## config.mk

```make
export PLATFORM = sky130hd
export DESIGN_NAME = sideband_user_end_flat
export DESIGN_NICKNAME = d
export VERILOG_FILES = /design/src/include/sideband_if.sv /design/src/rtl/sideband_user_end.sv /design/src/flat_wrapper.sv
export VERILOG_INCLUDE_DIRS = /design/src /design/src/include
export SDC_FILE = /design/constraint.sdc
export NUM_CORES = 1
export LEC_CHECK = 0
export BUFFER_PORTS_ARGS = -buffer_cell sky130_fd_sc_hd__buf_2
export CAP_MARGIN = 20
export CORE_AREA = 3 3 223 225
export CTS_CLUSTER_DIAMETER = 200
export DETAILED_ROUTE_END_ITERATION = 8
export DIE_AREA = 0 0 226 228
export SETUP_SLACK_MARGIN = 0.4
export SLEW_MARGIN = 20
export SYNTH_ARGS = -nofsm -noshare
export SYNTH_HDL_FRONTEND = slang
export SYNTH_SLANG_ARGS = --single-unit
```

## constraint.sdc

```tcl
create_clock -name aclk -period 2.54 [get_ports aclk]
set_input_delay 0.508 -clock aclk [delete_from_list [all_inputs] [get_ports aclk]]
set_output_delay 0.508 -clock aclk [all_outputs]
set_load 0.01 [all_outputs]
```

## src/include/sideband_cfg.svh

```systemverilog
// Constants shared by both ends of the configuration sideband.
// Assumes it is included by bare name after the package.
`ifndef SIDEBAND_CFG_SVH
`define SIDEBAND_CFG_SVH

`define SB_PF_COUNT 4
`define SB_VF_COUNT 252
`define SB_VF_BASE 8'h04
`define SB_VF_IDX_W 8

// User-end register byte offsets (AXI4-Lite, one word each)
`define SB_REG_CTRL 8'h00
`define SB_REG_VENDOR 8'h04
`define SB_REG_PF_ID0 8'h08
`define SB_REG_PF_ID3 8'h14
`define SB_REG_REVISION 8'h18
`define SB_REG_FLR 8'h1C
`define SB_REG_VF_DONE 8'h20
`define SB_REG_IRQ_STATUS 8'h24
`define SB_REG_IRQ_MASK 8'h28

// Word indices of the identification words
`define SB_ID_FIRST 3'h1
`define SB_ID_LAST 3'h6
`define SB_ID_VENDOR 3'h1
`define SB_ID_PF0 3'h2
`define SB_ID_REVISION 3'h6

// Control register bits
`define SB_CTRL_TRAIN 0
`define SB_CTRL_L23 1
`define SB_CTRL_UNCOR 2

// Interrupt status bits
`define SB_EV_PF_FLR 0
`define SB_EV_VF_FLR 1
`define SB_EV_W 2

`define SB_WORD_RESET 32'h0000_0000
`define SB_RESP_OKAY 2'h0
`define SB_RESP_SLVERR 2'h2

`endif

```

## src/include/sideband_if.sv

```systemverilog
// Sideband wires between the core end and the user application end.
// Assumes both ends share aclk and the synchronous aresetn.
`timescale 1ns/100ps
`default_nettype none
`include "sideband_cfg.svh"

interface sideband_if (
  input wire logic aclk,
  input wire logic aresetn
);
  logic uncorrectable_internal_error;
  logic [`SB_PF_COUNT-1:0] pf_reset_in_progress;
  logic [`SB_PF_COUNT-1:0] pf_reset_complete;
  logic [`SB_VF_COUNT-1:0] vf_reset_in_progress;
  logic vf_reset_complete;
  logic [7:0] vf_reset_function_number;
  logic request_l23_ready;
  logic link_training_enable;
  logic [7:0] bus_number;
  logic [15:0] vendor_identifier_in;
  logic [15:0] subsystem_vendor_identifier_in;
  logic [`SB_PF_COUNT-1:0][15:0] device_identifier_function;
  logic [`SB_PF_COUNT-1:0][7:0] revision_identifier_function;
  logic [`SB_PF_COUNT-1:0][15:0] subsystem_identifier_function;

  modport core_end (
    input aclk, aresetn,
    input uncorrectable_internal_error, pf_reset_complete, vf_reset_complete,
    input vf_reset_function_number, request_l23_ready, link_training_enable,
    input vendor_identifier_in, subsystem_vendor_identifier_in,
    input device_identifier_function, revision_identifier_function,
    input subsystem_identifier_function,
    output pf_reset_in_progress, vf_reset_in_progress, bus_number
  );

  modport user_end (
    input aclk, aresetn,
    output uncorrectable_internal_error, pf_reset_complete, vf_reset_complete,
    output vf_reset_function_number, request_l23_ready, link_training_enable,
    output vendor_identifier_in, subsystem_vendor_identifier_in,
    output device_identifier_function, revision_identifier_function,
    output subsystem_identifier_function,
    input pf_reset_in_progress, vf_reset_in_progress, bus_number
  );
endinterface : sideband_if

`default_nettype wire

```

## src/rtl/sideband_user_end.sv

```systemverilog
// User application end: AXI4-Lite registers drive the sideband orders and
// report reset progress, with a maskable level interrupt.
// Assumes a single AXI4-Lite master on aclk.
//
// Local design decisions: the register addresses and the AXI4-Lite interface to the registers.
`timescale 1ns/100ps
`default_nettype none
`include "sideband_cfg.svh"

module sideband_user_end (
  // Link to the core
  sideband_if.user_end sb,
  // AXI4-Lite write
  input wire logic [7:0] s_axi_awaddr,
  input wire logic s_axi_awvalid,
  output logic s_axi_awready,
  input wire logic [31:0] s_axi_wdata,
  input wire logic [3:0] s_axi_wstrb,
  input wire logic s_axi_wvalid,
  output logic s_axi_wready,
  output logic [1:0] s_axi_bresp,
  output logic s_axi_bvalid,
  input wire logic s_axi_bready,
  // AXI4-Lite read
  input wire logic [7:0] s_axi_araddr,
  input wire logic s_axi_arvalid,
  output logic s_axi_arready,
  output logic [31:0] s_axi_rdata,
  output logic [1:0] s_axi_rresp,
  output logic s_axi_rvalid,
  input wire logic s_axi_rready,
  // Interrupt
  output logic irq
);

  logic awready_q, wready_q, bvalid_q, arready_q, rvalid_q;
  logic aw_have_q, w_have_q, irq_q;
  logic [7:0] aw_addr_q;
  logic [31:0] w_data_q, rdata_q;
  logic [3:0] w_strb_q;
  logic [1:0] bresp_q, rresp_q;
  logic [`SB_CTRL_L23:0] ctrl_q;
  logic [31:0] id_q [`SB_ID_FIRST:`SB_ID_LAST];
  logic uncor_q, vf_done_q;
  logic [7:0] vf_num_q;
  logic [`SB_PF_COUNT-1:0] pf_done_q, pf_prev_q;
  logic vf_prev_q;
  logic [`SB_EV_W-1:0] status_q, mask_q;
  logic [31:0] rd_mux;

  wire aw_fire = s_axi_awvalid && awready_q;
  wire w_fire = s_axi_wvalid && wready_q;
  wire ar_fire = s_axi_arvalid && arready_q;
  wire do_write = aw_have_q && w_have_q && !bvalid_q;
  wire [31:0] wmask = {{8{w_strb_q[3]}}, {8{w_strb_q[2]}}, {8{w_strb_q[1]}}, {8{w_strb_q[0]}}};
  wire [31:0] wbits = w_data_q & wmask;
  wire [2:0] w_word = aw_addr_q[4:2];
  wire w_is_id = (aw_addr_q >= `SB_REG_VENDOR) && (aw_addr_q <= `SB_REG_REVISION);
  wire w_ctrl = do_write && aw_addr_q == `SB_REG_CTRL;
  wire w_flr = do_write && aw_addr_q == `SB_REG_FLR;
  wire w_vf = do_write && aw_addr_q == `SB_REG_VF_DONE;
  wire w_stat = do_write && aw_addr_q == `SB_REG_IRQ_STATUS;
  wire w_mask = do_write && aw_addr_q == `SB_REG_IRQ_MASK;
  wire w_mapped = w_is_id || w_ctrl || w_flr || w_vf || w_stat || w_mask;
  wire [7:0] ra = s_axi_araddr;
  wire r_is_id = (ra >= `SB_REG_VENDOR) && (ra <= `SB_REG_REVISION);
  wire r_mapped = r_is_id || ra == `SB_REG_CTRL || ra == `SB_REG_FLR || ra == `SB_REG_VF_DONE
                  || ra == `SB_REG_IRQ_STATUS || ra == `SB_REG_IRQ_MASK;

  // Events: any physical function entering reset, or a virtual function entering reset while none was busy
  wire vf_any = |sb.vf_reset_in_progress;
  wire [`SB_EV_W-1:0] events = {vf_any && !vf_prev_q, |(sb.pf_reset_in_progress & ~pf_prev_q)};
  wire [`SB_EV_W-1:0] w1c = w_stat ? wbits[`SB_EV_W-1:0] : '0;

  always_comb begin
    rd_mux = 32'h0000_0000;
    if (r_is_id) begin
      rd_mux = id_q[ra[4:2]];
    end else if (ra == `SB_REG_CTRL) begin
      rd_mux[`SB_CTRL_L23:0] = ctrl_q;
    end else if (ra == `SB_REG_FLR) begin
      rd_mux[`SB_PF_COUNT-1:0] = sb.pf_reset_in_progress;
    end else if (ra == `SB_REG_VF_DONE) begin
      rd_mux[7:0] = sb.bus_number;
    end else if (ra == `SB_REG_IRQ_STATUS) begin
      rd_mux[`SB_EV_W-1:0] = status_q;
    end else if (ra == `SB_REG_IRQ_MASK) begin
      rd_mux[`SB_EV_W-1:0] = mask_q;
    end
  end

  // Bus handshakes: one write and one read in flight
  always_ff @(posedge sb.aclk) begin
    if (!sb.aresetn) begin
      {awready_q, wready_q, arready_q} <= 3'h7;
      {aw_have_q, w_have_q, bvalid_q, rvalid_q} <= 4'h0;
      aw_addr_q <= 8'h00;
      w_data_q <= 32'h0000_0000;
      w_strb_q <= 4'h0;
      bresp_q <= `SB_RESP_OKAY;
      rresp_q <= `SB_RESP_OKAY;
      rdata_q <= 32'h0000_0000;
    end else begin
      if (aw_fire) begin
        aw_have_q <= 1'b1;
        awready_q <= 1'b0;
        aw_addr_q <= s_axi_awaddr;
      end
      if (w_fire) begin
        w_have_q <= 1'b1;
        wready_q <= 1'b0;
        w_data_q <= s_axi_wdata;
        w_strb_q <= s_axi_wstrb;
      end
      if (do_write) begin
        {aw_have_q, w_have_q} <= 2'h0;
        bvalid_q <= 1'b1;
        bresp_q <= w_mapped ? `SB_RESP_OKAY : `SB_RESP_SLVERR;
      end else if (bvalid_q && s_axi_bready) begin
        bvalid_q <= 1'b0;
        {awready_q, wready_q} <= 2'h3;
      end
      if (ar_fire) begin
        arready_q <= 1'b0;
        rvalid_q <= 1'b1;
        rdata_q <= rd_mux;
        rresp_q <= r_mapped ? `SB_RESP_OKAY : `SB_RESP_SLVERR;
      end else if (rvalid_q && s_axi_rready) begin
        rvalid_q <= 1'b0;
        arready_q <= 1'b1;
      end
    end
  end

  // Register effects; pulse orders last exactly one cycle
  always_ff @(posedge sb.aclk) begin
    if (!sb.aresetn) begin
      ctrl_q <= '0;
      for (int i = `SB_ID_FIRST; i <= `SB_ID_LAST; i++) begin
        id_q[i] <= `SB_WORD_RESET;
      end
      uncor_q <= 1'b0;
      pf_done_q <= '0;
      vf_done_q <= 1'b0;
      vf_num_q <= 8'h00;
      pf_prev_q <= '0;
      vf_prev_q <= 1'b0;
      status_q <= '0;
      mask_q <= '0;
      irq_q <= 1'b0;
    end else begin
      // Software must have all functions in D3 and the turn-off acked first
      if (w_ctrl) begin
        ctrl_q <= (ctrl_q & ~wmask[`SB_CTRL_L23:0]) | wbits[`SB_CTRL_L23:0];
      end
      if (do_write && w_is_id) begin
        id_q[w_word] <= (id_q[w_word] & ~wmask) | wbits;
      end
      // Software should also read the error registers; this pulse can be lost
      uncor_q <= w_ctrl && wbits[`SB_CTRL_UNCOR];
      pf_done_q <= w_flr ? wbits[`SB_PF_COUNT-1:0] : '0;
      // Reserved function numbers are dropped, never sent
      vf_done_q <= w_vf && (wbits[7:0] >= `SB_VF_BASE);
      if (w_vf) begin
        vf_num_q <= wbits[7:0];
      end
      pf_prev_q <= sb.pf_reset_in_progress;
      vf_prev_q <= vf_any;
      status_q <= (status_q & ~w1c) | events;
      if (w_mask) begin
        mask_q <= wbits[`SB_EV_W-1:0];
      end
      irq_q <= |(((status_q & ~w1c) | events) & (w_mask ? wbits[`SB_EV_W-1:0] : mask_q));
    end
  end

  assign sb.uncorrectable_internal_error = uncor_q;
  assign sb.pf_reset_complete = pf_done_q;
  assign sb.vf_reset_complete = vf_done_q;
  assign sb.vf_reset_function_number = vf_num_q;
  assign sb.link_training_enable = ctrl_q[`SB_CTRL_TRAIN];
  assign sb.request_l23_ready = ctrl_q[`SB_CTRL_L23];
  assign sb.vendor_identifier_in = id_q[`SB_ID_VENDOR][15:0];
  assign sb.subsystem_vendor_identifier_in = id_q[`SB_ID_VENDOR][31:16];
  generate
    for (genvar g = 0; g < `SB_PF_COUNT; g++) begin : g_pf
      assign sb.device_identifier_function[g] = id_q[`SB_ID_PF0 + g][15:0];
      assign sb.subsystem_identifier_function[g] = id_q[`SB_ID_PF0 + g][31:16];
      assign sb.revision_identifier_function[g] = id_q[`SB_ID_REVISION][8*g +: 8];
    end
  endgenerate
  assign s_axi_awready = awready_q;
  assign s_axi_wready = wready_q;
  assign s_axi_bresp = bresp_q;
  assign s_axi_bvalid = bvalid_q;
  assign s_axi_arready = arready_q;
  assign s_axi_rdata = rdata_q;
  assign s_axi_rresp = rresp_q;
  assign s_axi_rvalid = rvalid_q;
  assign irq = irq_q;

endmodule : sideband_user_end

`default_nettype wire

```

## src/flat_wrapper.sv

```systemverilog
// flat-port wrapper written by rule: the top's interface ports become plain ports
module sideband_user_end_flat 
  (s_axi_awaddr, s_axi_awvalid, s_axi_awready, s_axi_wdata, s_axi_wstrb, s_axi_wvalid, s_axi_wready, s_axi_bresp, s_axi_bvalid, s_axi_bready, s_axi_araddr, s_axi_arvalid, s_axi_arready, s_axi_rdata, s_axi_rresp, s_axi_rvalid, s_axi_rready, irq, aclk, aresetn, sb_uncorrectable_internal_error, sb_pf_reset_complete, sb_vf_reset_complete, sb_vf_reset_function_number, sb_request_l23_ready, sb_link_training_enable, sb_vendor_identifier_in, sb_subsystem_vendor_identifier_in, sb_device_identifier_function, sb_revision_identifier_function, sb_subsystem_identifier_function, sb_pf_reset_in_progress, sb_vf_reset_in_progress, sb_bus_number);
  sideband_if sb_i (.aclk(aclk), .aresetn(aresetn));
  input wire logic [7:0] s_axi_awaddr;
  input wire logic s_axi_awvalid;
  output logic s_axi_awready;
  input wire logic [31:0] s_axi_wdata;
  input wire logic [3:0] s_axi_wstrb;
  input wire logic s_axi_wvalid;
  output logic s_axi_wready;
  output logic [1:0] s_axi_bresp;
  output logic s_axi_bvalid;
  input wire logic s_axi_bready;
  input wire logic [7:0] s_axi_araddr;
  input wire logic s_axi_arvalid;
  output logic s_axi_arready;
  output logic [31:0] s_axi_rdata;
  output logic [1:0] s_axi_rresp;
  output logic s_axi_rvalid;
  input wire logic s_axi_rready;
  output logic irq;
  input wire logic aclk;
  input wire logic aresetn;
  output wire logic [$bits(sb_i.uncorrectable_internal_error)-1:0] sb_uncorrectable_internal_error;
  output wire logic [$bits(sb_i.pf_reset_complete)-1:0] sb_pf_reset_complete;
  output wire logic [$bits(sb_i.vf_reset_complete)-1:0] sb_vf_reset_complete;
  output wire logic [$bits(sb_i.vf_reset_function_number)-1:0] sb_vf_reset_function_number;
  output wire logic [$bits(sb_i.request_l23_ready)-1:0] sb_request_l23_ready;
  output wire logic [$bits(sb_i.link_training_enable)-1:0] sb_link_training_enable;
  output wire logic [$bits(sb_i.vendor_identifier_in)-1:0] sb_vendor_identifier_in;
  output wire logic [$bits(sb_i.subsystem_vendor_identifier_in)-1:0] sb_subsystem_vendor_identifier_in;
  output wire logic [$bits(sb_i.device_identifier_function)-1:0] sb_device_identifier_function;
  output wire logic [$bits(sb_i.revision_identifier_function)-1:0] sb_revision_identifier_function;
  output wire logic [$bits(sb_i.subsystem_identifier_function)-1:0] sb_subsystem_identifier_function;
  input wire logic [$bits(sb_i.pf_reset_in_progress)-1:0] sb_pf_reset_in_progress;
  input wire logic [$bits(sb_i.vf_reset_in_progress)-1:0] sb_vf_reset_in_progress;
  input wire logic [$bits(sb_i.bus_number)-1:0] sb_bus_number;
  assign sb_uncorrectable_internal_error = sb_i.uncorrectable_internal_error;
  assign sb_pf_reset_complete = sb_i.pf_reset_complete;
  assign sb_vf_reset_complete = sb_i.vf_reset_complete;
  assign sb_vf_reset_function_number = sb_i.vf_reset_function_number;
  assign sb_request_l23_ready = sb_i.request_l23_ready;
  assign sb_link_training_enable = sb_i.link_training_enable;
  assign sb_vendor_identifier_in = sb_i.vendor_identifier_in;
  assign sb_subsystem_vendor_identifier_in = sb_i.subsystem_vendor_identifier_in;
  assign sb_device_identifier_function = sb_i.device_identifier_function;
  assign sb_revision_identifier_function = sb_i.revision_identifier_function;
  assign sb_subsystem_identifier_function = sb_i.subsystem_identifier_function;
  assign sb_i.pf_reset_in_progress = sb_pf_reset_in_progress;
  assign sb_i.vf_reset_in_progress = sb_vf_reset_in_progress;
  assign sb_i.bus_number = sb_bus_number;
  sideband_user_end u_core (.sb(sb_i), .s_axi_awaddr(s_axi_awaddr), .s_axi_awvalid(s_axi_awvalid), .s_axi_awready(s_axi_awready), .s_axi_wdata(s_axi_wdata), .s_axi_wstrb(s_axi_wstrb), .s_axi_wvalid(s_axi_wvalid), .s_axi_wready(s_axi_wready), .s_axi_bresp(s_axi_bresp), .s_axi_bvalid(s_axi_bvalid), .s_axi_bready(s_axi_bready), .s_axi_araddr(s_axi_araddr), .s_axi_arvalid(s_axi_arvalid), .s_axi_arready(s_axi_arready), .s_axi_rdata(s_axi_rdata), .s_axi_rresp(s_axi_rresp), .s_axi_rvalid(s_axi_rvalid), .s_axi_rready(s_axi_rready), .irq(irq));
endmodule
```

== Yosys cells after proc, flatten, opt, wreduce, memory -nomap -nowiden ==
Memories as Yosys holds them, arrays and structs flattened. A register that Yosys moved wholly into a read port is not among the register bits.
Index checks and enable logic that the tools add are counted.

* Bits in registers: 113
* RAM bits: 192
* Input bits: 323
* Output and inout port bits: 250
* Memories: 1

{| class="wikitable"
|+ Memory list
! name !! depth !! bits a word !! read ports !! clocked after memory_dff !! wr ports !! RTL line !! text
|-
| u_core.id_q || 6 || 32 || 8 || 1 || 6 || sideband_user_end.sv:43 || <nowiki>logic [31:0] id_q [`SB_ID_FIRST:`SB_ID_LAST];</nowiki>
|}

* $lt $le $gt $ge: 5
* Equal/unequal tests: 8
* Multiplexer cells: 35
* Bitwise logic cells: 14
* Reduce and logical (&&, ||, !) cells: 40

{| class="wikitable"
|+ Operators with widths
! operator !! number
|-
| $reduce_or A252 Y1 || 1
|-
| $and A32 B32 Y32 || 2
|-
| $eq A8 B6 Y1 const B || 6
|-
| $mux W32 || 1
|-
| $not A32 Y32 || 1
|-
| $or A32 B32 Y32 || 1
|-
| $reduce_or A32 Y1 || 1
|-
| $ge A8 B3 Y1 const B || 3
|-
| $mux W24 || 1
|-
| $logic_and A1 B1 Y1 || 18
|-
| $mux W1 || 17
|-
| $eq A8 B5 Y1 const B || 2
|-
| $le A8 B5 Y1 const B || 2
|-
| $logic_not A8 Y1 || 2
|-
| $mux W2 || 8
|-
| $mux W6 || 2
|-
| $logic_or A1 B1 Y1 || 10
|-
| $mux W3 || 3
|-
| $mux W4 || 2
|-
| $mux W8 || 1
|-
| $and A2 B2 Y2 || 3
|-
| $and A4 B4 Y4 || 1
|-
| $not A2 Y2 || 2
|-
| $not A4 Y4 || 1
|-
| other kinds (7) || 11
|}

== Logic depth before layout (Yosys ltp) ==
* Word-level depth: 9
* Depth in mapped cells: 10
* Gate-level depth less buffers: 6

== Least setup slack after synthesis ==
OpenSTA, ideal clock, no wires.

* Path kind: input to register
* Start: in aresetn
* End: mem u_core.id_q[4][0], enable pin
* Arrival time: 2.214 ns
* Required time: 2.151 ns
* Slack: -0.063 ns
* Stages: 8
* Path buffers: 2
* Cell sequence: buf_2 inv_2 nor2_1 nand2_1 nor2_1 nand3b_1 clkbuf_1 nand2_1

{| class="wikitable"
|+ RTL lines
! element !! RTL line !! text
|-
| from (decl) || flat_wrapper.sv:24 || <nowiki>input wire logic aresetn;</nowiki>
|-
| to (decl) || sideband_user_end.sv:43 ||
|}

== Final worst setup path ==
* Start: in sb_vf_reset_in_progress[193]
* End: reg u_core.status_q[1]

* Longest elaborated chain between the ends: 3

{| class="wikitable"
|+ Ends and longest elaborated chain
! element !! RTL line !! text
|-
| from (decl) || flat_wrapper.sv:37 || <nowiki>input wire logic [$bits(sb_i.vf_reset_in_progress)-1:0] sb_vf_reset_in_progress;</nowiki>
|-
| $reduce_or A252 Y1 || sideband_user_end.sv:71 || <nowiki>wire vf_any = |sb.vf_reset_in_progress;</nowiki>
|-
| $logic_and A1 B1 Y1 || sideband_user_end.sv:72 || <nowiki>wire [`SB_EV_W-1:0] events = {vf_any && !vf_prev_q, |(sb.pf_reset_in_progress & ~pf_prev_q)};</nowiki>
|-
| $or A2 B2 Y2 || sideband_user_end.sv:169 || <nowiki>status_q <= (status_q & ~w1c) | events;</nowiki>
|-
| to (signal assigned) || sideband_user_end.sv:169 ||
|-
| to (decl) || sideband_user_end.sv:48 || <nowiki>logic [`SB_EV_W-1:0] status_q, mask_q;</nowiki>
|}

No other way between the ends.
A chain may end at the register's enable or synchronous reset.

==> run metrics <==
status=finished, final reports clean; first-pass GRT wire length=101000 um; min-delay src=s_axi_wvalid; DRT Pass-1 Iters=5; post-synthesis sequential element count=370; Worst slew margin=54.1%; Critical Path End Type=register; I/O Buffers=570; P_leak=9.98 nW; Finished Layout Cells=2737; most frequent cells in the layout=568 x buf_2, 278 x nor2_1, 256 x edfxtp_1; Worst Setup SP=sb_vf_reset_in_progress[193]; die height=228 um; # fillers=4275; post-synth cell types=53; Longest Clk Path Bufs=3; Worst path slowest cell=nor4_2; Initial Util=37.7%; total grt overflow=0; EDFF count, synth=256; Syn Inst Count=1412; CTS tree=yes; worst path arrival time=2.55 ns; fin crit period=2.12 ns; setup violators final=0; Final Max Slew Viols=0; DRT antenna net count=0; Mapped Area=18000 um2; crit share post-route=83.7%; placed cell count=2627; worst-path fanout max=3; share of post-route cells with drive strength above 1=42.8%; RSZ-0062 raised after global routing=yes; register area share after synthesis=55.3%; 1st-iter DRT viols=1480; final hold violation count=0; row cnt=80; maxcap violations=0; Crit Path Class=input pin to register; CP startpoint kind=input pin; top_reg_cell synth=edfxtp_1; cells on worst reg2reg path=7; register-to-register setup slack=0.43 ns; CP endpoint=u_core.status_q[1]; Worst path depth=7; Least-Margin Pin Slew=0.683 ns; initial antenna violation count=17; Vias/cell=5.59; DP Wirelength=51200 um; hold crit path type=input pin to register; via count=15302; delay-heaviest family, CP=simple AND/OR/NAND/NOR gates; commonest non-fill, non-tap cell in the layout=buf_2; Final Skew=0.0185 ns; All-Layer GR Usage=26.9%; Final nets=2403; # IOs=573; syn avg cell area=12.8 um2; TritonCTS Sinks=370; DRC viols=0; DIE AREA=51500 um2; Peak VDD IR=503 uV; Final TNS setup=0 ns; routed wire length=73900 um; CTS buffer count=42; vias in the first global route=14939; Post-synth ARST share=0%; H-Tree Level Count=2; hold buffers post-CTS=0; die span in x=226 um; clk_lat worst skew=0.55 ns; RD Place Congestion=1.00; worst r2r dst=u_core.id_q[7][4]; Synth warnings=0; WP data required=2.96 ns; slowest stage delay, CP=0.62 ns; CTS root buf=clkbuf_16; cells along the critical path=buf_2 -> nor4_1 -> buf_4 -> nand4_1 -> nor4_2 -> and4_1 -> o31ai_1; Avg WL per Cell=27.0 um; CP bufs+invs=2; Core Box Area=47700 um2; pin count of the biggest net entering global routing=51; CTS clk-pin slew, worst paths=0.06 ns; P&R area growth vs syn=32.7%; Power per Cell Area=641 nW/um2; fmax=471 MHz
[metal layers]
layer / track usage (%) / up-vias / part of all wire [%]
li1: - / 6646 / -
met3: 5.61 / 139 / 9.5
met4: 10.3 / 10 / 4.0
met2: 43.5 / 883 / 47
met1: 35.6 / 7624 / 39
met5: 0 / - / 0.076
[worst min path at each step]
| stage | end | cells past startpoint |
|---|---|---|
| 2_1_floorplan | u_core.status_q[1] | 1 |
| 3_3_place_gp | u_core.status_q[1] | 1 |
| 3_5_place_dp | u_core.status_q[1] | 1 |
| 4_1_cts | u_core.s_axi_wready | 2 |
| 5_1_grt | u_core.s_axi_wready | 2 |
| 6_report | u_core.s_axi_wready | 2 |
[worst reg2reg max path, cell delays in order, from the launching register on]
cell and delay, ns:
dfxtp_4 0.38, buf_4 0.17, clkbuf_16 0.16, buf_4 0.10, mux4_2 0.47, mux2i_1 0.19
o21a_1 0.28, inv_1 0.11
[per-stage QoR]
stage	utilization [%]	hold slack, ns	power (W)	worst slack, ns	area [um2]
floorplan	-	0.413	0.00829	0.228	18300
global placement	46.3	0.424	0.00917	-0.434	22100
detailed placement	46.4	0.433	0.00922	-0.360	22100
CTS	49.3	0.144	0.0153	0.360	23500
global route	50.0	0.163	0.0159	0.339	23900
finish	50.1	0.176	0.0153	0.415	23900
[report_power, final]
group / switching (W) / leakage [nW] / internal, W
logic: 0.00120 / 5.75 / 0.000993
registers: 0.000256 / 3.56 / 0.00680
clock network: 0.00248 / 0.671 / 0.00360
[sequential cells by signal (all words and copies together), names as in the netlist, named ones only]
| name | cells |
|---|---|
| u_core.s_axi_arready | 1 |
| u_core.irq | 1 |
| u_core.sb.pf_reset_complete | 4 |
| u_core.s_axi_rresp | 1 |
| u_core.s_axi_rdata | 32 |
| u_core.id_q | 256 |
| u_core.s_axi_bvalid | 1 |
| u_core.s_axi_awready | 1 |
| u_core.sb.uncorrectable_internal_error | 1 |
| u_core.w_strb_q | 4 |
| u_core.s_axi_wready | 1 |
| u_core.s_axi_bresp | 1 |
| u_core.pf_prev_q | 4 |
| u_core.vf_prev_q | 1 |
| u_core.w_data_q | 32 |
| u_core.s_axi_rvalid | 1 |
| u_core.w_have_q | 1 |
| u_core.sb.vf_reset_function_number | 8 |
| u_core.aw_have_q | 1 |
| u_core.status_q | 2 |
| u_core.mask_q | 2 |
| u_core.aw_addr_q | 8 |
| u_core.sb.vf_reset_complete | 1 |
[timing repair]
item	CTS	global route
hold endpoints to repair	0	0
gates cloned	0	10
gates resized for setup	2	49
setup buffers	2	12
pin swaps	0	8
setup endpoints to repair	108	342
[cell usage after synthesis (2+ instances only)]
cell | instances | area, um2
mux2_2 | 24 | 270
inv_1 | 36 | 135
mux2i_1 | 44 | 440
nand2_1 | 106 | 398
buf_2 | 24 | 120
a221oi_1 | 2 | 17.5
and2_1 | 8 | 50.1
o211a_1 | 2 | 20.0
nand2b_1 | 5 | 31.3
mux4_1 | 54 | 1420
o311ai_0 | 2 | 17.5
a22oi_1 | 24 | 180
a21oi_4 | 23 | 374
nand4_1 | 19 | 119
a222oi_1 | 2 | 20.0
o21ai_0 | 13 | 65.1
clkbuf_8 | 3 | 41.3
edfxtp_1 | 256 | 7690
mux4_2 | 66 | 1490
or4_1 | 3 | 22.5
clkbuf_1 | 48 | 180
and3_1 | 5 | 31.3
a211o_1 | 2 | 17.5
o311ai_1 | 2 | 17.5
nor2_1 | 285 | 1070
nor3_1 | 5 | 25.0
a21oi_1 | 78 | 390
buf_1 | 6 | 22.5
nor4_1 | 65 | 407
nor3b_1 | 2 | 15.0
buf_4 | 7 | 52.6
nand3b_1 | 4 | 30.0
buf_6 | 14 | 158
dfxtp_1 | 114 | 2280
o21a_1 | 9 | 67.6
a211oi_1 | 11 | 82.6
nand3_1 | 21 | 105
o31ai_1 | 3 | 22.5
[cells by family after synthesis]
group / Yosys count / synth area share (%)
buffers and inverters: 139 / 3.96
DFF: 370 / 55.3
and+or+nand+nor: 535 / 13.1
muxes: 188 / 20.1
AOI/OAI and AO/OA: 179 / 7.47
other: 1 / 0.0208
[final cells by class]
type                            instances  area (um2)  area share [%]
Multi-Input combinational cell        968        7660            32.0
Inverter                               37         140           0.586
Antenna cell                           11        27.5           0.115
Clock inverter                         21         216           0.906
Timing Repair Buffer                  661        3970            16.6
Clock buffer                           54        1150            4.80
Sequential cell                       370        9980            41.7
Tap cell                              615         769            3.22
Note: power is estimated with default switching activity, not from simulation.
